File: src/hdl/cdim_pkg.sv
package cdim_pkg;
	// Values are signed hundredths of a percent: -300.00 % .. 300.00 %.
	localparam int VAL_W = 16;
	localparam int NUM_IN = 4;
	localparam int SEL_W = 10;
	localparam logic signed [15:0] VAL_MAX = 16'sh7530;
	localparam logic signed [15:0] VAL_MIN = -16'sh7530;
	localparam logic signed [15:0] TRUE_RST = 16'sh0001;
	localparam logic signed [15:0] FALSE_RST = 16'sh0000;
	localparam logic [9:0] DEST_CLAMP = 10'h05A;
	localparam logic [9:0] DEST_RAMPHOLD = 10'h076;
	localparam logic [9:0] DEST_ISOLATE = 10'h077;
	localparam logic [9:0] DEST_NONE = 10'h000;
	localparam logic signed [15:0] ZERO_VAL = 16'sh0000;
endpackage

File: src/hdl/cdim_digital_input_map.sv
`timescale 1ns/10ps
module cdim_digital_input_map
(
	// Clock and reset
	input  wire logic                                   clk,
	input  wire logic                                   rst_n,
	// Terminals: high means 24V present
	input  wire logic [cdim_pkg::NUM_IN-1:0]            terminalIn,
	input  wire logic                                   contactorSenseIn,
	// Configuration from the operator
	input  wire logic                                   configEnable,
	input  wire logic                                   cfgWrite,
	input  wire logic [1:0]                             cfgIndex,
	input  wire logic signed [cdim_pkg::VAL_W-1:0]      cfgTrueValue,
	input  wire logic signed [cdim_pkg::VAL_W-1:0]      cfgFalseValue,
	input  wire logic [cdim_pkg::SEL_W-1:0]             cfgDest,
	// Analog channel used as a logic input
	input  wire logic signed [cdim_pkg::VAL_W-1:0]      analogValue,
	// Block outputs
	output logic signed [cdim_pkg::VAL_W-1:0]           blockOutput [cdim_pkg::NUM_IN],
	output logic [cdim_pkg::NUM_IN-1:0]                 logicOutput,
	output logic [cdim_pkg::SEL_W-1:0]                  destSelect [cdim_pkg::NUM_IN],
	output logic [cdim_pkg::NUM_IN-1:0]                 input_terminal_monitor,
	output logic                                        contactor_sense_input,
	output logic                                        currentLoopEnable,
	output logic                                        analogLogic
);

	// A positive nonzero percentage is logic 1; zero and negatives are logic 0.
	function automatic logic toLogic(input logic signed [cdim_pkg::VAL_W-1:0] v);
		toLogic = (v > cdim_pkg::ZERO_VAL);
	endfunction

	function automatic logic [cdim_pkg::SEL_W-1:0] defaultDest(input int idx);
		case (idx)
			0: defaultDest = cdim_pkg::DEST_CLAMP;
			1: defaultDest = cdim_pkg::DEST_RAMPHOLD;
			2: defaultDest = cdim_pkg::DEST_ISOLATE;
			default: defaultDest = cdim_pkg::DEST_NONE;
		endcase
	endfunction

	function automatic logic signed [cdim_pkg::VAL_W-1:0] clampVal(input logic signed [cdim_pkg::VAL_W-1:0] v);
		if (v > cdim_pkg::VAL_MAX)
			clampVal = cdim_pkg::VAL_MAX;
		else if (v < cdim_pkg::VAL_MIN)
			clampVal = cdim_pkg::VAL_MIN;
		else
			clampVal = v;
	endfunction

	// The numeric and the logic output of an input share one selection.
	function automatic logic signed [cdim_pkg::VAL_W-1:0] pickValue(
		input logic                              sel,
		input logic signed [cdim_pkg::VAL_W-1:0] onTrue,
		input logic signed [cdim_pkg::VAL_W-1:0] onFalse);
		pickValue = sel ? onTrue : onFalse;
	endfunction

	logic [cdim_pkg::NUM_IN:0] syncA;
	logic [cdim_pkg::NUM_IN:0] syncB;
	logic [cdim_pkg::NUM_IN:0] syncC;
	logic [cdim_pkg::NUM_IN:0] stable;
	logic signed [cdim_pkg::VAL_W-1:0] stageTrue [cdim_pkg::NUM_IN];
	logic signed [cdim_pkg::VAL_W-1:0] stageFalse [cdim_pkg::NUM_IN];
	logic [cdim_pkg::SEL_W-1:0] stageDest [cdim_pkg::NUM_IN];
	logic signed [cdim_pkg::VAL_W-1:0] liveTrue [cdim_pkg::NUM_IN];
	logic signed [cdim_pkg::VAL_W-1:0] liveFalse [cdim_pkg::NUM_IN];
	logic configPrev;

	// Three-stage synchroniser; a level counts once the last two stages agree.
	always_ff @(posedge clk or negedge rst_n)
	begin
		if (!rst_n)
		begin
			syncA <= '0;
			syncB <= '0;
			syncC <= '0;
			stable <= '0;
		end
		else
		begin
			syncA <= {contactorSenseIn, terminalIn};
			syncB <= syncA;
			syncC <= syncB;
			for (int i = 0; i <= cdim_pkg::NUM_IN; i++)
			begin
				if (syncB[i] == syncC[i])
					stable[i] <= syncC[i];
			end
		end
	end

	// Edits land in a staging copy so a half-entered mapping never drives a destination.
	always_ff @(posedge clk or negedge rst_n)
	begin
		if (!rst_n)
		begin
			for (int i = 0; i < cdim_pkg::NUM_IN; i++)
			begin
				stageTrue[i] <= cdim_pkg::TRUE_RST;
				stageFalse[i] <= cdim_pkg::FALSE_RST;
				stageDest[i] <= defaultDest(i);
			end
		end
		else if (configEnable && cfgWrite)
		begin
			stageTrue[cfgIndex] <= clampVal(cfgTrueValue);
			stageFalse[cfgIndex] <= clampVal(cfgFalseValue);
			stageDest[cfgIndex] <= cfgDest;
		end
	end

	// The staged mapping takes effect when configuration enable falls.
	always_ff @(posedge clk or negedge rst_n)
	begin
		if (!rst_n)
		begin
			configPrev <= 1'b0;
			for (int i = 0; i < cdim_pkg::NUM_IN; i++)
			begin
				liveTrue[i] <= cdim_pkg::TRUE_RST;
				liveFalse[i] <= cdim_pkg::FALSE_RST;
				destSelect[i] <= defaultDest(i);
			end
		end
		else
		begin
			configPrev <= configEnable;
			if (configPrev && !configEnable)
			begin
				for (int i = 0; i < cdim_pkg::NUM_IN; i++)
				begin
					liveTrue[i] <= stageTrue[i];
					liveFalse[i] <= stageFalse[i];
					destSelect[i] <= stageDest[i];
				end
			end
		end
	end

	// Per-input value selection; swapping the two values inverts the input sense.
	genvar g;
	generate
		for (g = 0; g < cdim_pkg::NUM_IN; g++)
		begin : gen_in
			always_ff @(posedge clk or negedge rst_n)
			begin
				if (!rst_n)
				begin
					blockOutput[g] <= cdim_pkg::FALSE_RST;
					logicOutput[g] <= 1'b0;
				end
				else
				begin
					blockOutput[g] <= pickValue(stable[g], liveTrue[g], liveFalse[g]);
					logicOutput[g] <= toLogic(pickValue(stable[g], liveTrue[g], liveFalse[g]));
				end
			end
		end
	endgenerate

	always_comb
	begin
		input_terminal_monitor = stable[cdim_pkg::NUM_IN-1:0];
		contactor_sense_input = stable[cdim_pkg::NUM_IN];
	end

	// The contact path ANDs the last two stages instead of using the agreement filter, so the loop drops on the first low stage.
	always_ff @(posedge clk or negedge rst_n)
	begin
		if (!rst_n)
			currentLoopEnable <= 1'b0;
		else
			currentLoopEnable <= syncC[cdim_pkg::NUM_IN] & syncB[cdim_pkg::NUM_IN];
	end

	always_ff @(posedge clk or negedge rst_n)
	begin
		if (!rst_n)
			analogLogic <= 1'b0;
		else
			analogLogic <= toLogic(analogValue);
	end

	// Single-input checks first; the loop further down repeats the key ones for every input.
	AST_TRUE_VALUE: assert property (@(posedge clk) disable iff (!rst_n)
		stable[0] |=> blockOutput[0] == $past(liveTrue[0]))
		else $error("Output does not carry true-state value.");

	AST_FALSE_VALUE: assert property (@(posedge clk) disable iff (!rst_n)
		!stable[0] |=> blockOutput[0] == $past(liveFalse[0]))
		else $error("Output does not carry false-state value.");

	AST_LOGIC_MAP: assert property (@(posedge clk) disable iff (!rst_n)
		##1 logicOutput[1] == (blockOutput[1] > cdim_pkg::ZERO_VAL))
		else $error("Logic output disagrees with value.");

	AST_TERMINAL_SENSE: assert property (@(posedge clk) disable iff (!rst_n)
		(syncB[2] && syncC[2]) |=> input_terminal_monitor[2])
		else $error("High terminal not reported true.");

	AST_MONITOR: assert property (@(posedge clk) disable iff (!rst_n)
		$changed(input_terminal_monitor[0]) |-> $past(syncB[0]) == $past(syncC[0]))
		else $error("Monitor changed without agreement.");

	AST_CONTACT_OPEN: assert property (@(posedge clk) disable iff (!rst_n)
		!syncC[cdim_pkg::NUM_IN] |=> !currentLoopEnable)
		else $error("Current loop not disabled on open contact.");

	AST_CONTACT_CLOSED: assert property (@(posedge clk) disable iff (!rst_n)
		(syncB[cdim_pkg::NUM_IN] && syncC[cdim_pkg::NUM_IN]) |=> currentLoopEnable)
		else $error("Current loop not enabled on closed contact.");

	AST_CONTACT_MONITOR: assert property (@(posedge clk) disable iff (!rst_n)
		(syncB[cdim_pkg::NUM_IN] == syncC[cdim_pkg::NUM_IN])
			|=> contactor_sense_input == $past(syncC[cdim_pkg::NUM_IN]))
		else $error("Contact monitor does not follow the settled contact.");

	AST_STAGE_WRITE: assert property (@(posedge clk) disable iff (!rst_n)
		(configEnable && cfgWrite && cfgIndex == 2'h0)
			|=> stageDest[0] == $past(cfgDest))
		else $error("Destination edit not staged.");

	AST_APPLY: assert property (@(posedge clk) disable iff (!rst_n)
		$fell(configEnable) ##1 1'b1 |-> destSelect[0] == $past(stageDest[0]))
		else $error("Mapping not applied after configuration.");

	AST_HOLD_DEST: assert property (@(posedge clk) disable iff (!rst_n)
		(configPrev == configEnable) |=> $stable(destSelect[1]))
		else $error("Destination changed outside configuration exit.");

	AST_ANALOG: assert property (@(posedge clk) disable iff (!rst_n)
		(analogValue == cdim_pkg::ZERO_VAL) |=> !analogLogic)
		else $error("Zero analog value read as logic 1.");

	AST_ANALOG_POS: assert property (@(posedge clk) disable iff (!rst_n)
		(analogValue > cdim_pkg::ZERO_VAL) |=> analogLogic)
		else $error("Positive analog value not read as logic 1.");

	AST_ANALOG_NEG: assert property (@(posedge clk) disable iff (!rst_n)
		(analogValue < cdim_pkg::ZERO_VAL) |=> !analogLogic)
		else $error("Negative analog value read as logic 1.");

	generate
		for (g = 0; g < cdim_pkg::NUM_IN; g++)
		begin : gen_chk
			AST_PICK_TRUE: assert property (@(posedge clk) disable iff (!rst_n)
				stable[g] |=> blockOutput[g] == $past(liveTrue[g]))
				else $error("Input does not deliver its true-state value.");

			AST_PICK_FALSE: assert property (@(posedge clk) disable iff (!rst_n)
				!stable[g] |=> blockOutput[g] == $past(liveFalse[g]))
				else $error("Input does not deliver its false-state value.");

			AST_RANGE: assert property (@(posedge clk) disable iff (!rst_n)
				blockOutput[g] >= cdim_pkg::VAL_MIN && blockOutput[g] <= cdim_pkg::VAL_MAX)
				else $error("Output value outside the programmable range.");

			AST_LOGIC_ZERO: assert property (@(posedge clk) disable iff (!rst_n)
				(blockOutput[g] <= cdim_pkg::ZERO_VAL) |-> !logicOutput[g])
				else $error("Zero value sent as logic 1.");

			AST_LOGIC_POS: assert property (@(posedge clk) disable iff (!rst_n)
				(blockOutput[g] > cdim_pkg::ZERO_VAL) |-> logicOutput[g])
				else $error("Positive value sent as logic 0.");

			AST_MONITOR_HIGH: assert property (@(posedge clk) disable iff (!rst_n)
				(syncB[g] && syncC[g]) |=> input_terminal_monitor[g])
				else $error("High terminal not reported true.");

			AST_MONITOR_LOW: assert property (@(posedge clk) disable iff (!rst_n)
				(!syncB[g] && !syncC[g]) |=> !input_terminal_monitor[g])
				else $error("Low terminal not reported false.");

			AST_MONITOR_WAIT: assert property (@(posedge clk) disable iff (!rst_n)
				(syncB[g] != syncC[g]) |=> $stable(input_terminal_monitor[g]))
				else $error("Monitor moved before the stages agreed.");

			AST_STAGE_LOCK: assert property (@(posedge clk) disable iff (!rst_n)
				!configEnable |=> $stable(stageDest[g]) && $stable(stageTrue[g]) && $stable(stageFalse[g]))
				else $error("Staged mapping changed while configuration was disabled.");

			AST_DEST_FROZEN: assert property (@(posedge clk) disable iff (!rst_n)
				configEnable |=> $stable(destSelect[g]))
				else $error("Live destination changed during configuration.");

			AST_LIVE_HOLD: assert property (@(posedge clk) disable iff (!rst_n)
				(configPrev == configEnable) |=> $stable(liveTrue[g]) && $stable(liveFalse[g]))
				else $error("Live values changed outside configuration exit.");

			AST_APPLY_ALL: assert property (@(posedge clk) disable iff (!rst_n)
				(configPrev && !configEnable) |=> destSelect[g] == $past(stageDest[g])
					&& liveTrue[g] == $past(stageTrue[g]) && liveFalse[g] == $past(stageFalse[g]))
				else $error("Staged mapping not copied to the live mapping.");
		end
	endgenerate
endmodule

File: config.mk
export PLATFORM = sky130hd
export DESIGN_NAME = cdim_digital_input_map
export DESIGN_NICKNAME = d
export VERILOG_FILES = /design/src/hdl/cdim_pkg.sv /design/src/hdl/cdim_digital_input_map.sv
export SDC_FILE = /design/constraint.sdc
export NUM_CORES = 1
export LEC_CHECK = 0
export BUFFER_PORTS_ARGS = -buffer_cell sky130_fd_sc_hd__buf_2
export CAP_MARGIN = 20
export CELL_PAD_IN_SITES_DETAIL_PLACEMENT = 1
export CELL_PAD_IN_SITES_GLOBAL_PLACEMENT = 2
export CORE_ASPECT_RATIO = 1.1
export CORE_UTILIZATION = 31
export CTS_CLUSTER_DIAMETER = 40
export DETAILED_ROUTE_END_ITERATION = 12
export GPL_ROUTABILITY_DRIVEN = 0
export PLACE_DENSITY_LB_ADDON = 0.05
export SYNTH_ARGS = -nofsm -noshare
export SYNTH_HDL_FRONTEND = slang
export SYNTH_SLANG_ARGS = --single-unit
File: constraint.sdc
create_clock -name clk -period 1.7 [get_ports clk]
set_clock_uncertainty 0.15 [all_clocks]
set_input_delay 0.17 -clock clk [delete_from_list [all_inputs] [get_ports clk]]
set_output_delay 0.17 -clock clk [all_outputs]
set_load 0.05 [all_outputs]
==> impl_metrics.csv <==
group,metric,value,unit
timing,post-route-period-util,99.4,%
routing,postRouteAntennaNets,0,
job,max_cap_viol_count,0,
grt,grt_pass1_wl,83000,um
routing,firstDrtPassIters,4,
setup_path,critPathMaxStageDelay,0.53,ns
timing,slew_headroom,70.0,%
synthesis,synthTopCellsByArea,"dfrtp_1 (59%), mux2_2 (16%), dfstp_2 (6.1%), nand2_1 (4.5%), o31ai_1 (3.2%)",
cts,clkSlewWorstSetupHoldPaths,0.05,ns
setup_path,cp_top_family,"buffers and inverters",
routing,routedWlPerCell,22.9,um
routing,wirelength,54100,um
timing,maxSlewViolCount,0,
cts,root_buffer,"clkbuf_16",
finish,utilization,43.8,%
cts,clock_latency,0.61,ns
synthesis,ys_warn_count,0,
hold_path,hold_class,"input port to flop",
power_and_ir_drop,power_switching,12.5,mW
floorplan,ios,184,
setup_path,crit_buf_inv,3,
timing,max_freq,0.592,GHz
finish,fillers,5475,
floorplan,dieArea,54100,um2
timing,rsz0062_at_grt,"yes",
timing,post-route-min-period,1.69,ns
power_and_ir_drop,sequentialPowerShare,37.0,%
grt,use_met2,35.4,%
grt,grt.met1_usage,26.0,%
setup_path,critPathArrivalTime,2.01,ns
finish,drive_gt1_share,47.2,%
timing,setup_slack,0.0110,ns
setup_path,cp.required,2.02,ns
routing,post_drt_via_cell_ratio,4.85,
floorplan,initial_utilization,31.4,%
routing,drtIter0Drc,575,
timing,fin_setup_tns,0,ns
placement,place_worst_setup_slack,-0.610,ns
synthesis,ys_seq_area_share,65.1,%
power_and_ir_drop,leakage,10.5,nW
finish,seqCellArea,10700,um2
synthesis,syn_avg_cell_area,13.1,um2
synthesis,synth-seq-cells,427,
placement,portBuffers,183,
cts,cts_tree,"built",
grt,grt_pass1_vias,12700,
floorplan,core,52500,um2
setup_path,cp_max_fo,11,
synthesis,synth_cell_types,42,
power_and_ir_drop,fin_total_pwr,39.4,mW
grt,grt-busiest-layer,"met2",
power_and_ir_drop,power_switching_share,31.8,%
finish,diodes,0,
power_and_ir_drop,clockPowerShare,41.9,%
setup_path,path_cells,"dlygate4sd3_1 -> buf_2 -> o41ai_2 -> ha_2 -> buf_12 -> nor2_2 -> a31oi_1",
grt,grt_use_met3,4.27,%
synthesis,postSynthNetCount,1331,
cts,cts.sinks,427,
grt,antenna_found_initial,0,
timing,worst_slew_pin_slew,0.450,ns
synthesis,yosysTopAreaCell,"dfrtp_1",
synthesis,synthesis.area,16500,um2
synthesis,synth_cells,1259,
setup_path,crit_type,"input port to flop",
routing,vias,11500,
timing,hold_viol,0,
placement,hpwl,38800,um
power_and_ir_drop,power_frac_comb,21.1,%
setup_path,cpMaxStageDelayCell,"dlygate4sd3_1",
finish,multi_input_area,5700,um2
power_and_ir_drop,powerDensity,1710,nW/um2
cts,cts.path.max_buffers,3,
grt,grt_start_max_net_pins,62,
setup_path,start_kind,"input port",
finish,syn2layout_area_growth,39.6,%
cts,numCtsBuffers,77,
grt,overflow,0,
floorplan,die_h,244,um
synthesis,synth_top_area_share,59.1,%
power_and_ir_drop,peakVddDrop,0.808,mV
routing,drc,0,
finish,fin_nets,1700,
setup_path,cp-end-kind,"flop",
floorplan,placementRows,88,
timing,setup_viol,0,
cts,htreeDepth,3,
run_status,run_status,"finished, final reports clean",
floorplan,die_w,222,um
grt,grt_usage,20.8,%
power_and_ir_drop,cellInternalPower,26.9,mW
## cell usage after synthesis
cell type,number
a31oi_1,60
buf_1,3
nand2_1,199
o41ai_1,2
and4_1,1
nor3b_1,1
dfrtp_1,389
o21a_1,4
nor4_1,7
or3_1,2
a211o_1,1
nor2b_1,1
a221oi_2,1
nor4b_1,1
a311oi_4,1
o211a_1,3
inv_1,2
o211ai_2,1
nand4_1,2
dfstp_2,38
o31ai_2,1
or4_1,4
buf_6,9
nor2_1,80
ha_1,3
nor4_2,1
a22oi_1,4
a311o_1,1
nor3_1,25
mux2_2,233
a41oi_1,1
nand4b_1,1
and4bb_4,1
inv_2,1
buf_2,18
a21oi_1,9
clkbuf_1,46
o21ai_0,1
nand2b_1,25
maj3_1,4
nand3_1,1
o31ai_1,71
## layer usage
| layer | wire [um] | share of wire (%) |
|---|---|---|
| met2 | 27100 | 50 |
| met1 | 22700 | 42 |
| met5 | 0 | 0 |
| met3 | 2790 | 5.2 |
| met4 | 1540 | 2.8 |
## cells by family after synthesis
| family | Yosys count | share of synthesized area [%] |
|---|---|---|
| muxes | 233 | 15.9 |
| AOI/OAI and AO/OA | 161 | 7.04 |
| buffers and inverters | 79 | 2.35 |
| and+or+nand+nor | 352 | 9.11 |
| DFF | 427 | 65.1 |
| adders and majority gates | 7 | 0.471 |
## cell usage in the layout (no fill, tap or decap), drive strengths merged, types with 2 or more instances in the layout
cell type,count
maj3,4
o21a,4
nand2,199
o31ai,72
ha,3
dlygate4sd3,51
nand2b,25
nand4,2
mux2,233
nor4,8
a31oi,60
clkinv,12
bufinv,12
a22oi,4
buf,315
inv,10
or3,2
nor3,25
dfstp,38
dfrtp,389
o41ai,2
clkinvlp,13
o211a,3
clkbuf,99
or4,4
a21oi,9
nor2,80
## power groups by stage
stage	clock, mW	combinational [mW]	sequential (mW)
floorplan	0	2.83	16.8
CTS	17.0	8.32	14.7
finish	16.5	8.31	14.6
detailed placement	0	8.07	14.9
global placement	0	7.98	14.8
global route	17.4	8.93	15.0
## tightest hold or removal path: cells and delay by family
kind            cells  cell delay (ns)
compound gates      1             0.16
buf+inv             3             0.35
simple gates        1             0.05
## timing repair
| item | in CTS | in global routing |
|---|---|---|
| endpoints found under the setup margin | 20 | 87 |
| hold buffers | 51 | 0 |
| pin swaps | 0 | 8 |
| hold endpoints to repair | 565 | 0 |
| buffers inserted | 4 | 4 |
| resized for setup | 25 | 48 |
## per-stage QoR
stage               instances  area [um2]  hold WS (ns)
global placement         2165       19300       -0.0376
global route             2367       23000        0.0461
finish                   2367       23000        0.0293
CTS                      2363       22800       0.00991
detailed placement       2165       19300       -0.0407
floorplan                1259       16600        -0.276
## worst paths after layout
check	startpoint	end	slack [ns]	depth (start not counted)
max	cfgTrueValue[14]	stageTrue[52]	0.01	7
min	cfgFalseValue[9]	stageFalse[25]	0.03	5
max reg2reg	stable[1]	logicOutput[1]	0.08	7
min reg2reg	syncA[4]	syncB[4]	0.19	0
max in group asynchronous	rst_n	liveTrue[44]	0.14	4
min in group asynchronous	rst_n	liveFalse[16]	0.47	3
## layout make-up
type                       count  share of cell area (%)
sequential                   427                    46.7
tap                          675                    3.67
timing repair buffer         366                    12.6
clock buffer                  99                    9.53
inverter                       3                  0.0489
clock inverter                44                    2.68
multi-input combinational    753                    24.8
## state kept, by name, indices dropped and copies added, names as in the netlist
register,flops
syncC,5
configPrev,1
stable,5
destSelect,40
blockOutput,64
stageFalse,64
logicOutput,4
currentLoopEnable,1
stageTrue,64
analogLogic,1
stageDest,40
syncA,5
syncB,5
liveTrue,64
liveFalse,64
Power figures use the tool's default switching activity.
